<file path="config.mk">
export PLATFORM = sky130hd
export DESIGN_NAME = pfd_divider
export DESIGN_NICKNAME = d
export VERILOG_FILES = /design/src/hdl/pfd_divider_end.sv /design/src/hdl/pfd_pkg.sv /design/src/hdl/pfd_sync.sv /design/src/hdl/pfd_count_cell.sv /design/src/hdl/pfd_divider.sv
export SDC_FILE = /design/constraint.sdc
export NUM_CORES = 1
export LEC_CHECK = 0
export BUFFER_PORTS_ARGS = -buffer_cell sky130_fd_sc_hd__buf_4
export CORE_MARGIN = 2
export CORE_UTILIZATION = 50
export CTS_CLUSTER_DIAMETER = 200
export DETAILED_ROUTE_END_ITERATION = 8
export PLACE_DENSITY_LB_ADDON = 0.08
export SETUP_SLACK_MARGIN = 0.15
export SLEW_MARGIN = 20
export SYNTH_ARGS = -nofsm -noshare
export SYNTH_HDL_FRONTEND = slang
export SYNTH_SLANG_ARGS = --single-unit
</file>
<file path="constraint.sdc">
create_clock -name i_clk -period 3.1 [get_ports i_clk]
set_input_delay 0.62 -clock i_clk [delete_from_list [all_inputs] [get_ports i_clk]]
set_output_delay 0.62 -clock i_clk [all_outputs]
set_load 0.005 [all_outputs]
</file>
<file path="src/hdl/pfd_divider_end.sv">
/*
   pfd_divider_end: holds no logic; the divider lives in pfd_divider.sv.
*/

</file>
<file path="src/hdl/pfd_pkg.sv">
/*
   pfd_pkg: constants and carrier types for the programmable frequency divider.
   assumes: included before every design file of the divider; no timescale here.
*/
package pfd_pkg;

   // counter and select geometry
   localparam int unsigned PFD_CNT_W = 10;
   localparam int unsigned PFD_SEL_W = 4;
   localparam logic [PFD_SEL_W-1:0] PFD_SEL_MAX = 4'h9;
   localparam int unsigned PFD_SYNC_STAGES = 2;

   // apb geometry
   localparam int unsigned PFD_ADDR_W = 12;
   localparam int unsigned PFD_DATA_W = 32;
   localparam int unsigned PFD_STRB_W = 4;

   // register byte offsets
   localparam logic [PFD_ADDR_W-1:0] PFD_OFF_CTRL = 12'h000;
   localparam logic [PFD_ADDR_W-1:0] PFD_OFF_STATUS = 12'h004;
   localparam logic [PFD_ADDR_W-1:0] PFD_OFF_WRAPS = 12'h008;
   localparam logic [PFD_ADDR_W-1:0] PFD_OFF_EVENT = 12'h00c;

   // ctrl fields: bit 0 source, bits 7:4 software select code
   localparam int unsigned PFD_CTRL_SRC_BIT = 0;
   localparam int unsigned PFD_CTRL_SEL_LSB = 4;

   // event fields, write one to clear
   localparam int unsigned PFD_EVT_SEL_BIT = 0;
   localparam int unsigned PFD_EVT_WRAP_BIT = 1;
   localparam int unsigned PFD_EVT_W = 2;

   // wrap counter width
   localparam int unsigned PFD_WRAP_W = 16;

   // reset values
   localparam logic [PFD_CNT_W-1:0] PFD_CNT_RESET = 10'h000;
   localparam logic [PFD_SEL_W-1:0] PFD_SEL_RESET = 4'h0;
   localparam logic [PFD_WRAP_W-1:0] PFD_WRAP_RESET = 16'h0000;
   localparam logic [PFD_EVT_W-1:0] PFD_EVT_RESET = 2'h0;
   localparam logic [PFD_DATA_W-1:0] PFD_DATA_ZERO = 32'h0000_0000;

   // software control carrier
   typedef struct packed {
      logic [PFD_SEL_W-1:0] sw_sel;
      logic sw_src;
   } pfd_ctrl_t;

   // status carrier, read in the low 16 bits of status
   typedef struct packed {
      logic code_invalid;
      logic [PFD_SEL_W-1:0] sel;
      logic div_out;
      logic [PFD_CNT_W-1:0] count;
   } pfd_status_t;

   localparam pfd_ctrl_t PFD_CTRL_RESET = '{sw_sel: 4'h0, sw_src: 1'b0};

endpackage : pfd_pkg

</file>
<file path="src/hdl/pfd_sync.sv">
/*
   pfd_sync: two-stage synchroniser for a bundle of slowly changing pin levels.
   assumes: the bits are quasi-static; a bundle that changes in one edge may
   land over two cycles, which downstream logic must tolerate.
*/
`timescale 1ns/10ps
`default_nettype none

module pfd_sync #(
   parameter int unsigned WIDTH = 1
) (
   input wire logic i_clk,
   input wire logic i_rst,
   input wire logic [WIDTH-1:0] i_async,
   output logic [WIDTH-1:0] o_sync
);

   logic [WIDTH-1:0] meta_reg;

   // first stage feeds only the second stage
   always_ff @(posedge i_clk) begin
      if (i_rst) begin
         meta_reg <= '0;
         o_sync <= '0;
      end else begin
         meta_reg <= i_async;
         o_sync <= meta_reg;
      end
   end

endmodule : pfd_sync

`default_nettype wire

</file>
<file path="src/hdl/pfd_count_cell.sv">
/*
   pfd_count_cell: one bit of the binary up-counter, a toggle cell.
   assumes: i_carry is high exactly when every lower bit is one (tie high for
   bit 0); carries ripple combinationally through the chain.
*/
`timescale 1ns/10ps
`default_nettype none

module pfd_count_cell (
   input wire logic i_clk,
   input wire logic i_rst,
   input wire logic i_carry,
   output logic o_q,
   output logic o_carry
);

   // carry onward only when this bit is also one
   assign o_carry = i_carry & o_q;

   // toggle on carry, so all ones wraps to zero
   always_ff @(posedge i_clk) begin
      if (i_rst) begin
         o_q <= 1'b0;
      end else begin
         o_q <= o_q ^ i_carry;
      end
   end

endmodule : pfd_count_cell

`default_nettype wire

</file>
<file path="src/hdl/pfd_divider.sv">
/*
   pfd_divider: programmable power-of-two frequency divider with an apb slave.
   assumes: i_clk is the clock to divide; i_ratio_select comes from pins and is
   static in normal use; the apb master follows the usual setup/access phases.
*/
// The APB interface to the registers and the placing of the registers were decided locally.
// Contract
// - ten-bit binary counter increments every rising edge, wrapping all ones to zero.
// - division by powers of two, up to 1024 from the top counter bit.
// - four-bit select code from outside chooses which counter bit reaches the output.
// - select code zero drives the output from counter bit 0, half frequency.
// - select code read unsigned 0 to 9, bit 0 least significant, picks bit n.
// - code 1001 selects the most significant counter bit, lowest frequency.
// - divided output comes from its own single flip-flop, apart from counter cells.
`timescale 1ns/10ps
`default_nettype none

module pfd_divider (
   input wire logic i_clk,
   input wire logic i_rst,
   input wire logic [pfd_pkg::PFD_SEL_W-1:0] i_ratio_select,
   input wire logic i_psel,
   input wire logic i_penable,
   input wire logic i_pwrite,
   input wire logic [pfd_pkg::PFD_ADDR_W-1:0] i_paddr,
   input wire logic [pfd_pkg::PFD_DATA_W-1:0] i_pwdata,
   input wire logic [pfd_pkg::PFD_STRB_W-1:0] i_pstrb,
   output logic [pfd_pkg::PFD_DATA_W-1:0] o_prdata,
   output logic o_pready,
   output logic o_pslverr,
   output logic o_divided_clock_out,
   output logic [pfd_pkg::PFD_CNT_W-1:0] o_count_bits
);
   import pfd_pkg::*;

   // counter chain
   logic [PFD_CNT_W:0] carry_chain;
   logic [PFD_CNT_W-1:0] count_bits;

   // select path
   logic [PFD_SEL_W-1:0] pin_sel_sync;
   logic [PFD_SEL_W-1:0] eff_sel;
   logic sel_valid;
   logic [2*PFD_SEL_W*2-1:0] count_ext;
   logic div_next;
   logic div_reg;

   // software state
   pfd_ctrl_t ctrl_reg;
   pfd_ctrl_t ctrl_next;
   logic [PFD_SEL_W-1:0] sel_prev_reg;
   logic sel_changed;
   logic counter_wraps;
   logic [PFD_WRAP_W-1:0] wraps_reg;
   logic [PFD_WRAP_W-1:0] wraps_next;
   logic [PFD_EVT_W-1:0] event_reg;
   logic [PFD_EVT_W-1:0] event_next;
   logic [PFD_EVT_W-1:0] event_set;
   logic [PFD_EVT_W-1:0] event_clr;
   pfd_status_t status_now;

   // apb decode
   logic apb_access;
   logic apb_commit;
   logic wr_commit;
   logic hit_ctrl;
   logic hit_status;
   logic hit_wraps;
   logic hit_event;
   logic addr_hit;
   logic low_lane;
   logic [PFD_DATA_W-1:0] read_mux;
   logic pready_next;
   logic pslverr_next;
   logic [PFD_DATA_W-1:0] prdata_next;

   // pin select passes two flops before any logic sees it
   pfd_sync #(
      .WIDTH(PFD_SEL_W)
   ) u_sel_sync (
      .i_clk(i_clk),
      .i_rst(i_rst),
      .i_async(i_ratio_select),
      .o_sync(pin_sel_sync)
   );

   // counter: one toggle cell per bit, carry ripples up the chain
   assign carry_chain[0] = 1'b1;
   genvar gi;
   generate
      for (gi = 0; gi < PFD_CNT_W; gi++) begin : g_cell
         pfd_count_cell u_cell (
            .i_clk(i_clk),
            .i_rst(i_rst),
            .i_carry(carry_chain[gi]),
            .o_q(count_bits[gi]),
            .o_carry(carry_chain[gi+1])
         );
      end
   endgenerate

   // all ones now means zero at the next edge
   assign counter_wraps = carry_chain[PFD_CNT_W];

   // software may override the pins; pins rule after reset
   assign eff_sel = ctrl_reg.sw_src ? ctrl_reg.sw_sel : pin_sel_sync;

   // code taken as unsigned n, bit 0 least significant; 0..9 map to a bit
   assign sel_valid = (eff_sel <= PFD_SEL_MAX);

   // widen so every code indexes something; the guard keeps 10..15 off the bits
   assign count_ext = {{(2*PFD_SEL_W*2-PFD_CNT_W){1'b0}}, count_bits};

   // code 0 gives bit 0 (half rate), code 9 gives bit 9 (divide by 1024)
   assign div_next = sel_valid ? count_ext[eff_sel] : 1'b0;

   // the output owns one flop of its own, one cycle behind the counter
   always_ff @(posedge i_clk) begin
      if (i_rst) begin
         div_reg <= 1'b0;
      end else begin
         div_reg <= div_next;
      end
   end

   // change detect on the code actually in use
   assign sel_changed = (eff_sel != sel_prev_reg);

   always_ff @(posedge i_clk) begin
      if (i_rst) begin
         sel_prev_reg <= PFD_SEL_RESET;
      end else begin
         sel_prev_reg <= eff_sel;
      end
   end

   // wrap count saturates rather than rolls, so software sees "many"
   assign wraps_next = (counter_wraps && (wraps_reg != {PFD_WRAP_W{1'b1}}))
                       ? wraps_reg + 16'h0001 : wraps_reg;

   always_ff @(posedge i_clk) begin
      if (i_rst) begin
         wraps_reg <= PFD_WRAP_RESET;
      end else if (wr_commit && hit_wraps) begin
         wraps_reg <= PFD_WRAP_RESET;
      end else begin
         wraps_reg <= wraps_next;
      end
   end

   // apb phase decode: access is psel and penable together
   assign apb_access = i_psel & i_penable;
   assign apb_commit = apb_access & o_pready;
   assign wr_commit = apb_commit & i_pwrite & addr_hit;
   assign low_lane = i_pstrb[0];

   // address decode, full word compare so unaligned offsets miss
   assign hit_ctrl = (i_paddr == PFD_OFF_CTRL);
   assign hit_status = (i_paddr == PFD_OFF_STATUS);
   assign hit_wraps = (i_paddr == PFD_OFF_WRAPS);
   assign hit_event = (i_paddr == PFD_OFF_EVENT);
   assign addr_hit = hit_ctrl | hit_status | hit_wraps | hit_event;

   // control register, written through the low byte lane only
   assign ctrl_next = (wr_commit && hit_ctrl && low_lane)
      ? '{sw_sel: i_pwdata[PFD_CTRL_SEL_LSB +: PFD_SEL_W],
          sw_src: i_pwdata[PFD_CTRL_SRC_BIT]}
      : ctrl_reg;

   always_ff @(posedge i_clk) begin
      if (i_rst) begin
         ctrl_reg <= PFD_CTRL_RESET;
      end else begin
         ctrl_reg <= ctrl_next;
      end
   end

   // sticky events; a new event in the clear cycle survives the clear
   assign event_set[PFD_EVT_SEL_BIT] = sel_changed;
   assign event_set[PFD_EVT_WRAP_BIT] = counter_wraps;
   assign event_clr = (wr_commit && hit_event && low_lane)
                      ? i_pwdata[PFD_EVT_W-1:0] : PFD_EVT_RESET;
   assign event_next = (event_reg & ~event_clr) | event_set;

   always_ff @(posedge i_clk) begin
      if (i_rst) begin
         event_reg <= PFD_EVT_RESET;
      end else begin
         event_reg <= event_next;
      end
   end

   // live view of the divider
   assign status_now = '{code_invalid: ~sel_valid,
                         sel: eff_sel,
                         div_out: div_reg,
                         count: count_bits};

   // read data, zero above each register's width
   assign read_mux = hit_ctrl ? {{(PFD_DATA_W-PFD_CTRL_SEL_LSB-PFD_SEL_W){1'b0}},
                                 ctrl_reg.sw_sel, 3'h0, ctrl_reg.sw_src}
                   : hit_status ? {{(PFD_DATA_W-$bits(pfd_status_t)){1'b0}}, status_now}
                   : hit_wraps ? {{(PFD_DATA_W-PFD_WRAP_W){1'b0}}, wraps_reg}
                   : hit_event ? {{(PFD_DATA_W-PFD_EVT_W){1'b0}}, event_reg}
                   : PFD_DATA_ZERO;

   // one wait state: ready rises the cycle after access starts, for one cycle
   assign pready_next = apb_access & ~o_pready;
   assign pslverr_next = pready_next & ~addr_hit;
   assign prdata_next = (pready_next && !i_pwrite) ? read_mux : PFD_DATA_ZERO;

   always_ff @(posedge i_clk) begin
      if (i_rst) begin
         o_pready <= 1'b0;
         o_pslverr <= 1'b0;
         o_prdata <= PFD_DATA_ZERO;
      end else begin
         o_pready <= pready_next;
         o_pslverr <= pslverr_next;
         o_prdata <= prdata_next;
      end
   end

   // outputs straight from flops
   assign o_divided_clock_out = div_reg;
   assign o_count_bits = count_bits;

endmodule : pfd_divider

`default_nettype wire

</file>
* Word level (Yosys, flattened, before mapping) *
Cells that the tools add are included.

cells by class
  shift-type cells = 0
  equality and inequality tests = 5
  add/sub/neg operators = 1
  reduce and logical (&&, ||, !) cells = 14
  mux-type cells = 8
  bitwise operators = 35
  $lt $le $gt $ge = 2
  divide/modulo/power cells = 0
  multipliers = 0

operators by type and width
  cell                     count
  $mux W16                 2
  $eq A12 B4 Y1 const B    2
  $add A16 B1 Y16 const B  1
  $ne A16 B16 Y1 const B   1
  $and A1 B1 Y1            15
  $eq A12 B3 Y1 const B    1
  $logic_not A12 Y1        1
  $xor A1 B1 Y1            9
  $mux W8                  1
  $logic_and A1 B1 Y1      7
  $reduce_or A2 Y1         3
  $lt A4 B5 Y1 const B     1
  $not A1 Y1               5
  $reduce_or A5 Y1         1
  $bmux W1 S4              1
  $le A4 B4 Y1 const B     1
  $mux W2                  2
  $mux W4                  1
  $ne A4 B4 Y1             1
  $or A1 B1 Y1             3
  $reduce_or A3 Y1         1
  $and A2 B2 Y2            1
  $not A2 Y2               1
  $or A2 B2 Y2             1
  other kinds (2)          2

storage, ports and cells
  bits in latches = 0
  register bits after elaboration = 80
  input bits = 57
  bits in writable memories = 0
  output and inout port bits = 45
  logic and storage cells = 88
  ROM bits = 0
  memories = 0

* Longest topological paths before layout *
Gate-level depths: netlist of run 1.

  depth after elaboration = 11
  gate-level depth with buffers = 14
  mapped depth without buffers = 14

* Cells and area by module *
A second synthesis of run 1 with hierarchy kept.

unflattened totals
  cells, all modules = 307
  area total of the unflattened synthesis = 2970.3 um^2

by module, submodules not included
  module          sequential area each (um^2)  area each (um^2)  instances  cells an instance
  pfd_divider     920.9                        2297.2            1          261
  pfd_count_cell  20.0                         46.3              10         3
  pfd_sync        160.2                        210.2             1          16

* Least setup slack after synthesis of run 1 *
OpenSTA, ideal clock, no wires.

  kind = reg-to-reg
  start point = register g_cell[0].u_cell.o_q
  end point = register wraps_reg[7]
  path buffers = 0
  required time = 2.983 ns
  path slack = 0.426 ns
  arrival = 2.556 ns
  stages on the path, launching flop included = 15
  period minus slack after synthesis = 2.674 ns
  path through = dfxtp_1 ha_1 ha_1 ha_1 ha_1 ha_1 ha_1 ha_1 ha_1 ha_1 and3_1 nand2_1 nor3b_1 xnor2_1 nor2_1

between the ends
  word-level cells in the longest chain between the ends = 10

RTL lines
  what                        line                  text
  start: declaration          pfd_count_cell.sv:13  output logic o_q,
  start signal: assignment    pfd_count_cell.sv:25  o_q <= o_q ^ i_carry;
  $and A1 B1 Y1 (9 in a row)  pfd_count_cell.sv:18  assign o_carry = i_carry & o_q;
  $logic_and A1 B1 Y1         pfd_divider.sv:138    assign wraps_next = (counter_wraps && (wraps_reg != {PFD_WRAP_W{1'b1}}))
  end signal: assignment      pfd_divider.sv:147    wraps_reg <= wraps_next;
  end: declaration            pfd_divider.sv:54     logic [PFD_WRAP_W-1:0] wraps_reg;

No other way between the ends.
A chain may end at the register's enable or synchronous reset.

* Worst setup path after layout of run 1 *
  start point = register g_cell[1].u_cell.o_q
  end point = register wraps_reg[7]

between the ends
  word-level cells in the longest chain between the ends = 10

RTL lines
  what                        line
  start: declaration          pfd_count_cell.sv:13
  start signal: assignment    pfd_count_cell.sv:25
  $and A1 B1 Y1 (9 in a row)  pfd_count_cell.sv:18
  $logic_and A1 B1 Y1         pfd_divider.sv:138

No other way between the ends.

==> results of run 1 <==
==> cells by family after synthesis <==
kind of cell | Yosys count | synth area share [%]
simple gates | 124 | 23.3
other cells | 1 | 0.125
xor+xnor | 14 | 4.08
mux | 16 | 6.24
flops | 64 | 42.6
compound gates | 44 | 10.0
fa+ha+maj | 10 | 4.16
buf+inv | 47 | 9.53
==> worst max path at each step <==
stage / end / slack (ns) / cells after the start
global route: wraps_reg[7]$_SDFFE_PP0P_ / 0.13 / 14
global placement: wraps_reg[7]$_SDFFE_PP0P_ / 0.19 / 14
CTS: wraps_reg[7]$_SDFFE_PP0P_ / 0.17 / 14
floorplan: wraps_reg[7]$_SDFFE_PP0P_ / 0.43 / 14
detailed placement: wraps_reg[7]$_SDFFE_PP0P_ / 0.20 / 14
finish: wraps_reg[7]$_SDFFE_PP0P_ / 0.31 / 14
==> cell type report <==
cell class	count	area, um2
tap	75	93.8
inverter	8	30.0
clock inverter	3	42.5
sequential	64	1280
clock buffer	11	151
timing repair buffer	58	435
multi-input combinational	224	1500
fill	551	2320
==> routing by layer <==
metal	track usage [%]	wire (um)
met2	32.5	2820
met4	8.64	95
met5	0	0
met1	27.4	3040
met3	5.93	495
==> power groups by stage <==
stage / clock network [mW] / registers [mW] / logic (mW)
3_5_place_dp: 0 / 0.863 / 0.102
2_1_floorplan: 0 / 0.860 / 0.0729
3_3_place_gp: 0 / 0.863 / 0.101
4_1_cts: 0.725 / 0.844 / 0.103
6_report: 0.707 / 0.845 / 0.102
5_1_grt: 0.757 / 0.846 / 0.114
==> cell usage in the layout, fill, tap and decap left out, types with 6 or more instances in the layout <==
cell      instances
dfxtp_1          63
buf_4            58
nor2_1           43
nor2b_1          24
conb_1           16
mux2i_1          12
xnor2_1          12
a21oi_1          11
clkbuf_8         11
nand2_1          10
ha_1             10
inv_1             8
o21ai_0           8
nor3_1            8
a22oi_1           8
nand2b_1          6
==> stage by stage <==
| step | cell area, um2 | util [%] | std cells | hold slack [ns] | total power, mW |
|---|---|---|---|---|---|
| CTS | 3530 | 60.4 | 443 | 0.438 | 1.67 |
| global placement | 3340 | 57.0 | 429 | 0.422 | 0.963 |
| finish | 3530 | 60.4 | 443 | 0.438 | 1.65 |
| floorplan | 3060 | - | 335 | 0.414 | 0.933 |
| global route | 3530 | 60.4 | 443 | 0.454 | 1.72 |
| detailed placement | 3340 | 57.0 | 429 | 0.423 | 0.965 |
==> repair_timing <==
action	CTS	global route
resized for setup	0	2
hold endpoints to repair	0	0
buffers inserted	0	0
setup endpoints to repair	0	9
==> critical path: stages (launching register included) <==
cell	delay [ns]
dfxtp_2	0.36
ha_1	0.20
ha_1	0.18
ha_1	0.18
ha_1	0.18
ha_1	0.18
ha_1	0.18
ha_1	0.17
ha_1	0.18
ha_1	0.19
and3_1	0.22
nand2_2	0.16
nor3b_1	0.08
xnor2_1	0.16
nor2_1	0.05
==> metrics, run 1 <==
GRT Overall Usage=21.0%; Synth top area share=42.6%; Hold Path Stages=1; total iterations of the first detailed-routing run=4; final wirelength=6450 um; hold buffers post-CTS=0; worst min-delay path class=flop to flop; crit path time final=2.79 ns; NumNets Final=432; Worst Hold End=u_sel_sync.o_sync[0]$_SDFF_PP0_; final setup TNS=0 ns; Power Internal=1.29 mW; io pins=102; final hold vios=0; post-synthesis async set-or-reset flop share=0%; Yosys reg bits=64; htree depth=3; Static Leak=1.49 nW; clk sinks=64; CORE AREA=0.00585 mm2; final setup vio count=0; pre-CTS setup slack=0.197 ns; Row Count=28; clock share of power=42.7%; Synth area leader=dfxtp_1; Flop pwr share=51.1%; first-pass GRT wire length=10400 um; Net Sw Power=0.362 mW; diodes inserted=0; RD Place Congestion=0.878; final setup margin=0.309 ns; Comb power frac=6.2%; Power per Cell Area=468 mW/mm2; Arrival @ worst endpoint=3.01 ns; f_max=0.358 GHz; number of global-route vias before repair=2259; setup skew after layout=0.00826 ns; DRT iter0 DRCs=139; WL/cell=14.6 um; Post-synth top cells=dfxtp_1, nor2_1, buf_4; Critical Path Source=g_cell[1].u_cell.o_q$_SDFF_PP0_; YS warnings=0; count leader, synth=dfxtp_1; r2r startpoint=g_cell[1].u_cell.o_q$_SDFF_PP0_; share of post-route cells with drive strength above 1=24.5%; DIE HEIGHT=81.6 um; CTS tree=yes; post-synthesis cell type count=50; CP endpoint kind=flop; clk_lat worst skew=0.34 ns; switch share=21.9%; VDD IR max=246 uV; Synth area leaders=dfxtp_1, buf_4, nor2_1; Clk Tree Root Cell=clkbuf_8; Synth Area per Inst=9.40 um2; Worst-path clk slew=0.06 ns; Mapped Area=0.00301 mm2; post-synthesis cell count=320; Vias=2318; largest net degree at the start of global routing=33; routed vias/inst=5.23; synthesis-to-layout area growth=17.5%; Post-synth EDFFs=0; MaxCap Viol Count=0; initial antenna violation count=0; unrepaired setup endpoints after global routing=true; CP required=3.32 ns; HPWL Detailed=4670 um; DIE AREA=0.00665 mm2; reg-to-reg setup timing slack=0.31 ns; die width=81.6 um; Rel. slew slack=57.4%; GRT overflow=0; worst-margin pin slew=0.622 ns; critical path peak fanout=6; Initial Util=51.4%; critical path class=flop to flop; PortBufs=56; period utilization=90.0%; post-route ant nets=0; number of remaining DRC errors=0; status=finished clean; post-synthesis sequential area ratio=42.6%; Startpoint Class=flop; clk buf depth=2; TritonCTS Buffers=9; Post-synth top flop=dfxtp_1; FF-to-FF End=wraps_reg[7]$_SDFFE_PP0P_; Hold Path Origin=u_sel_sync.meta_reg[0]$_SDFF_PP0_; Slew Limit Fails=0; worst r2r path cells=14
No activity file was read; power rests on OpenSTA's default activity.
==> run 2, diff against run 1 <==
--- a/config.mk
+++ b/config.mk
@@ -7,7 +7,7 @@
 export LEC_CHECK = 0
 export BUFFER_PORTS_ARGS = -buffer_cell sky130_fd_sc_hd__buf_4
 export CORE_MARGIN = 2
-export CORE_UTILIZATION = 50
+export CORE_UTILIZATION = 45
 export CTS_CLUSTER_DIAMETER = 200
 export DETAILED_ROUTE_END_ITERATION = 8
 export PLACE_DENSITY_LB_ADDON = 0.08
==> constraint.sdc (replaced) <==
create_clock -name i_clk -period 2.3 [get_ports i_clk]
set_input_delay 0.46 -clock i_clk [delete_from_list [all_inputs] [get_ports i_clk]]
set_output_delay 0.46 -clock i_clk [all_outputs]
set_load 0.005 [all_outputs]
==> run 2 against run 1 <==
Against the previous run:
- via count rose by 0.65%
- first-iteration DRC count fell by 23%
- sequential cell count did not move
- routed wire length rose by 3.3%
- non-clock buffer count rose by 14
- power rose by 34%
- clock skew fell by 0.0022 ns
- cell count rose by 4.1%
- count of clock-buffer cells in the layout fell by 1
- register-to-register slack got worse by 0.45 ns
- highest routed layer unchanged
- the run now ends with design-rule violations, negative setup slack left
- critical path type unchanged
==> metrics, run 2 (synthesized netlist as in run 1, its figures left out) <==
HPWL Detailed=4910 um; crit path time final=2.44 ns; clk_lat worst skew=0.33 ns; FF-to-FF End=wraps_reg[7]$_SDFFE_PP0P_; clk sinks=64; Rel. slew slack=53.9%; Startpoint Class=flop; TritonCTS Buffers=9; GRT overflow=0; Row Count=29; initial antenna violation count=0; final core utilization=59.3%; NumNets Final=446; f_max=0.410 GHz; RD Place Congestion=0.854; cells along the critical path=ha_4 > ha_4 > ha_4 > ha_4 > ha_4 > ha_4 > ha_4 > ha_4 > ha_4 > and3_4 > nand2_8 > nor3b_2 > xnor2_1 > nor2_1; hold buffers post-CTS=0; Hold Path Origin=i_ratio_select[0]; Hold Slack=0.345 ns; Worst-path clk slew=0.07 ns; CORE AREA=0.00642 mm2; io pins=102; GRT Overall Usage=18.6%; unrepaired setup endpoints after global routing=true; CP endpoint kind=flop; Vias=2333; clk buf depth=2; CP required=2.50 ns; Initial Util=46.8%; PortBufs=56; largest net degree at the start of global routing=32; synthesis-to-layout area growth=26.7%; commonest non-fill, non-tap cell in the layout=buf_4; setup skew after layout=0.00602 ns; worst-margin pin slew=0.674 ns; status=finished, violations left; critical path peak fanout=6; DIE HEIGHT=85.8 um; DIE AREA=0.00735 mm2; share of post-route cells with drive strength above 1=31.5%; post-route ant nets=0; final setup margin=-0.137 ns; number of global-route vias before repair=2169; failing checks=design-rule violations, negative setup slack; Worst path slowest cell=dfxtp_4; first-pass GRT wire length=10700 um; Worst path max stage delay=0.35 ns; worst r2r path cells=14; commonest cells after routing, fill and taps aside=buf_4, dfxtp_1, nor2_1, nor2b_1, conb_1; CTS tree=yes; r2r startpoint=g_cell[0].u_cell.o_q$_SDFF_PP0_; Static Leak=1.54 nW; total iterations of the first detailed-routing run=8; Worst Hold End=u_sel_sync.meta_reg[0]$_SDFF_PP0_; Power per Cell Area=580 mW/mm2; DRT iter0 DRCs=107; cell mode on critical path=ha_4; Slew Limit Fails=0; final setup vio count=13; final wirelength=6660 um; VDD IR max=291 uV; critical path class=flop to flop; final hold vios=0; number of remaining DRC errors=10; MaxCap Viol Count=0; fillers=574; WL/cell=14.4 um; period utilization=106%; htree depth=3; reg-to-reg setup timing slack=-0.14 ns; Multi-input gate area=0.00167 mm2; Clk Tree Root Cell=clkbuf_8; routed vias/inst=5.06; sequential cell area=0.00129 mm2; Arrival @ worst endpoint=2.64 ns; worst min-delay path class=input port to flop; Hold Path Stages=2; die width=85.8 um; diodes inserted=0
## run 2: changes by cell type in the layout (fill, tap and decap cells not counted), sizes merged
| cell | before | now |
|---|---|---|
| clkinv | 1 | 3 |
| buf | 58 | 72 |
| clkinvlp | 1 | 2 |
| clkbuf | 11 | 10 |
## run 2: metal layers
metal | wire, um | share of wire (%) | track usage (%) | up-vias
met5 | 0 | 0 | 0 | -
met4 | 34 | 0.51 | 6.64 | 0
met3 | 451 | 6.8 | 3.85 | 4
met2 | 2960 | 44 | 28.3 | 75
met1 | 3220 | 48 | 26.1 | 1075
li1 | - | - | - | 1179
## run 2: repair_timing
action | CTS | global route
setup buffers | 0 | 1
gates resized for setup | 5 | 3
pin swaps | 3 | 3
endpoints found under the setup margin | 17 | 17
## run 2: metrics by stage
stage	instances	setup WS (ns)	cell area (um2)	power (mW)	setup TNS, ns
2_1_floorplan	335	-0.0368	3200	1.26	-0.128
3_3_place_gp	444	-0.129	3570	1.31	-0.912
3_5_place_dp	444	-0.153	3570	1.32	-1.01
4_1_cts	460	-0.128	3780	2.23	-1.11
5_1_grt	461	-0.219	3810	2.30	-2.60
6_report	461	-0.137	3810	2.21	-1.07
## run 2: layout make-up
| cell class | count | area share (%) |
|---|---|---|
| multi-input cells | 224 | 43.8 |
| flip-flops and latches | 64 | 33.7 |
| repair buffers | 72 | 14.2 |
| clock buffers | 10 | 3.35 |
| well taps | 77 | 2.53 |
| clock inverters | 6 | 1.58 |
| inverters | 8 | 0.854 |
## run 2: worst max path at each step
| stage | slack [ns] | startpoint | endpoint | cells after the start |
|---|---|---|---|---|
| finish | -0.14 | g_cell[0].u_cell.o_q$_SDFF_PP0_ | wraps_reg[7]$_SDFFE_PP0P_ | 14 |
| global route | -0.22 | g_cell[0].u_cell.o_q$_SDFF_PP0_ | wraps_reg[11]$_SDFFE_PP0P_ | 14 |
| CTS | -0.13 | g_cell[0].u_cell.o_q$_SDFF_PP0_ | wraps_reg[7]$_SDFFE_PP0P_ | 14 |
| detailed placement | -0.15 | g_cell[0].u_cell.o_q$_SDFF_PP0_ | wraps_reg[1]$_SDFFE_PP0P_ | 14 |
| global placement | -0.13 | g_cell[0].u_cell.o_q$_SDFF_PP0_ | wraps_reg[7]$_SDFFE_PP0P_ | 14 |
| floorplan | -0.04 | g_cell[0].u_cell.o_q$_SDFF_PP0_ | wraps_reg[7]$_SDFFE_PP0P_ | 14 |
## run 2: critical path, delay by kind of cell, from the launching register on
kind	cells	cell delay [ns]
flip-flops	1	0.35
XOR/XNOR	1	0.15
adder cells (fa/ha/maj)	9	1.38
AND/OR/NAND/NOR	4	0.41
## run 2: power breakdown
| part | internal [mW] | switching, mW |
|---|---|---|
| combinational | 0.0790 | 0.0743 |
| clock | 0.495 | 0.425 |
| sequential | 1.13 | 0.0104 |
| total | 1.70 | 0.510 |
==> run 3, diff against run 2 <==
--- a/config.mk
+++ b/config.mk
@@ -6,6 +6,7 @@
 export NUM_CORES = 1
 export LEC_CHECK = 0
 export BUFFER_PORTS_ARGS = -buffer_cell sky130_fd_sc_hd__buf_4
+export CORE_ASPECT_RATIO = 0.7
 export CORE_MARGIN = 2
 export CORE_UTILIZATION = 45
 export CTS_CLUSTER_DIAMETER = 200
==> run 3 against run 2 <==
Against the previous run:
- the run ends with negative setup slack left
- first-iteration DRC count up 5.6%
- die area up 0.15%
- global-route usage up 2.1 points
- largest cell class unchanged
- final area up 1.4%
- routed wire length up 6.8%
- via count up 2.8%
- combinational power about the same
- critical path type unchanged
==> metrics, run 3 (synthesized netlist as in run 1, its figures left out) <==
Rel. slew slack=41.8%; Hold Slack=0.330 ns; WL/cell=14.9 um; setup skew after layout=0.00613 ns; r2r startpoint=g_cell[0].u_cell.o_q$_SDFF_PP0_; clk sinks=64; Arrival @ worst endpoint=2.68 ns; CP required=2.52 ns; hold buffers post-CTS=0; number of global-route vias before repair=2311; critical path class=flop to flop; htree depth=3; Power per Cell Area=584 mW/mm2; period utilization=107%; Startpoint Class=flop; final setup margin=-0.162 ns; f_max=0.406 GHz; final hold vios=0; MaxCap Viol Count=0; pre-CTS setup slack=-0.139 ns; Cell Area, Placed=0.00357 mm2; post-route cell area=0.00387 mm2; GRT overflow=0; io pins=102; worst min-delay path class=input port to flop; final setup vio count=15; Vias=2398; DRT iter0 DRCs=113; DIE AREA=0.00737 mm2; share of post-route cells with drive strength above 1=32.6%; synthesis-to-layout area growth=28.5%; clk_lat worst skew=0.34 ns; DIE HEIGHT=72.4 um; Worst Hold End=u_sel_sync.meta_reg[3]$_SDFF_PP0_; failing checks=negative setup slack; die width=102 um; FF-to-FF End=wraps_reg[11]$_SDFFE_PP0P_; Slew Limit Fails=0; worst-margin pin slew=0.866 ns; total iterations of the first detailed-routing run=4; Clk Tree Root Cell=clkbuf_8; first-pass GRT wire length=11500 um; crit path time final=2.46 ns; Hold Path Stages=2; VDD IR max=334 uV; NumNets Final=448; commonest cells after routing, fill and taps aside=buf_4, dfxtp_1, nor2_1, nor2b_1, conb_1; CP endpoint kind=flop; final wirelength=7110 um; post-route ant nets=0; Row Count=24; Initial Util=47.5%; routed vias/inst=5.03; HPWL Detailed=5090 um; commonest non-fill, non-tap cell in the layout=buf_4; Hold Path Origin=i_ratio_select[3]; Total Power=2.26 mW; unrepaired setup endpoints after global routing=true; PortBufs=56; number of remaining DRC errors=0; Worst-path clk slew=0.07 ns; critical path peak fanout=6; status=finished, violations left; GRT Overall Usage=20.7%; diodes inserted=0; largest net degree at the start of global routing=32; CTS tree=yes; Static Leak=1.57 nW; clk buf depth=2; reg-to-reg setup timing slack=-0.16 ns; TritonCTS Buffers=9; fillers=528; worst r2r path cells=14; CORE AREA=0.00634 mm2; RD Place Congestion=0.791; initial antenna violation count=0
[run 3: worst max-delay path by stage]
stage / startpoint / end / depth (start not counted)
after global placement: g_cell[0].u_cell.o_q$_SDFF_PP0_ / wraps_reg[9]$_SDFFE_PP0P_ / 14
final: g_cell[0].u_cell.o_q$_SDFF_PP0_ / wraps_reg[11]$_SDFFE_PP0P_ / 14
after global routing: g_cell[0].u_cell.o_q$_SDFF_PP0_ / wraps_reg[15]$_SDFFE_PP0P_ / 14
after detailed placement: g_cell[0].u_cell.o_q$_SDFF_PP0_ / wraps_reg[11]$_SDFFE_PP0P_ / 14
after CTS: g_cell[0].u_cell.o_q$_SDFF_PP0_ / wraps_reg[11]$_SDFFE_PP0P_ / 14
after floorplan: g_cell[0].u_cell.o_q$_SDFF_PP0_ / wraps_reg[7]$_SDFFE_PP0P_ / 14
[run 3: layer usage]
metal  track usage (%)  wire, um  vias to the layer above
met2              31.2      3090                       96
met3              6.84       584                       10
met1              28.1      3380                     1105
li1                  -         -                     1187
met5                 0         0                        -
met4              6.31        59                        0
[run 3: what timing repair did]
action | 4_1_cts | 5_1_grt
setup endpoints to repair | 16 | 17
setup buffers | 3 | 2
pin swaps | 4 | 7
gates resized for setup | 5 | 9
[run 3: area by class of cell]
cell class              instances  area, um2  share of cell area [%]
clock buffers                  13        159                    4.11
well taps                      91        114                    2.94
clock inverters                 3       40.0                    1.04
repair buffers                 74        559                    14.5
inverters                       8       32.5                   0.841
flip-flops and latches         64       1290                    33.3
multi-input cells             224       1680                    43.3
[run 3: power by group]
group	internal, mW	leakage (nW)	switching, mW
sequential	1.13	0.520	0.0104
clock	0.557	0.103	0.411
combinational	0.0793	0.944	0.0740
[run 3: worst max-delay path, cell delays in order (launching register included)]
cell and delay [ns]:
dfxtp_4 0.35, ha_4 0.16, ha_4 0.16, ha_4 0.15, ha_4 0.15, ha_4 0.15, ha_4 0.15, ha_4 0.15
ha_4 0.15, ha_4 0.17, and3_4 0.20, nand2_4 0.11, nor3_1 0.08, xnor2_1 0.15, nor2_1 0.05
[run 3: through the flow]
step	util [%]	TNS (ns)	std cells
4_1_cts	60.2	-1.56	475
2_1_floorplan	-	-0.128	335
3_3_place_gp	56.4	-0.787	456
6_report	61.0	-1.75	477
3_5_place_dp	56.4	-1.02	456
5_1_grt	61.0	-3.17	477
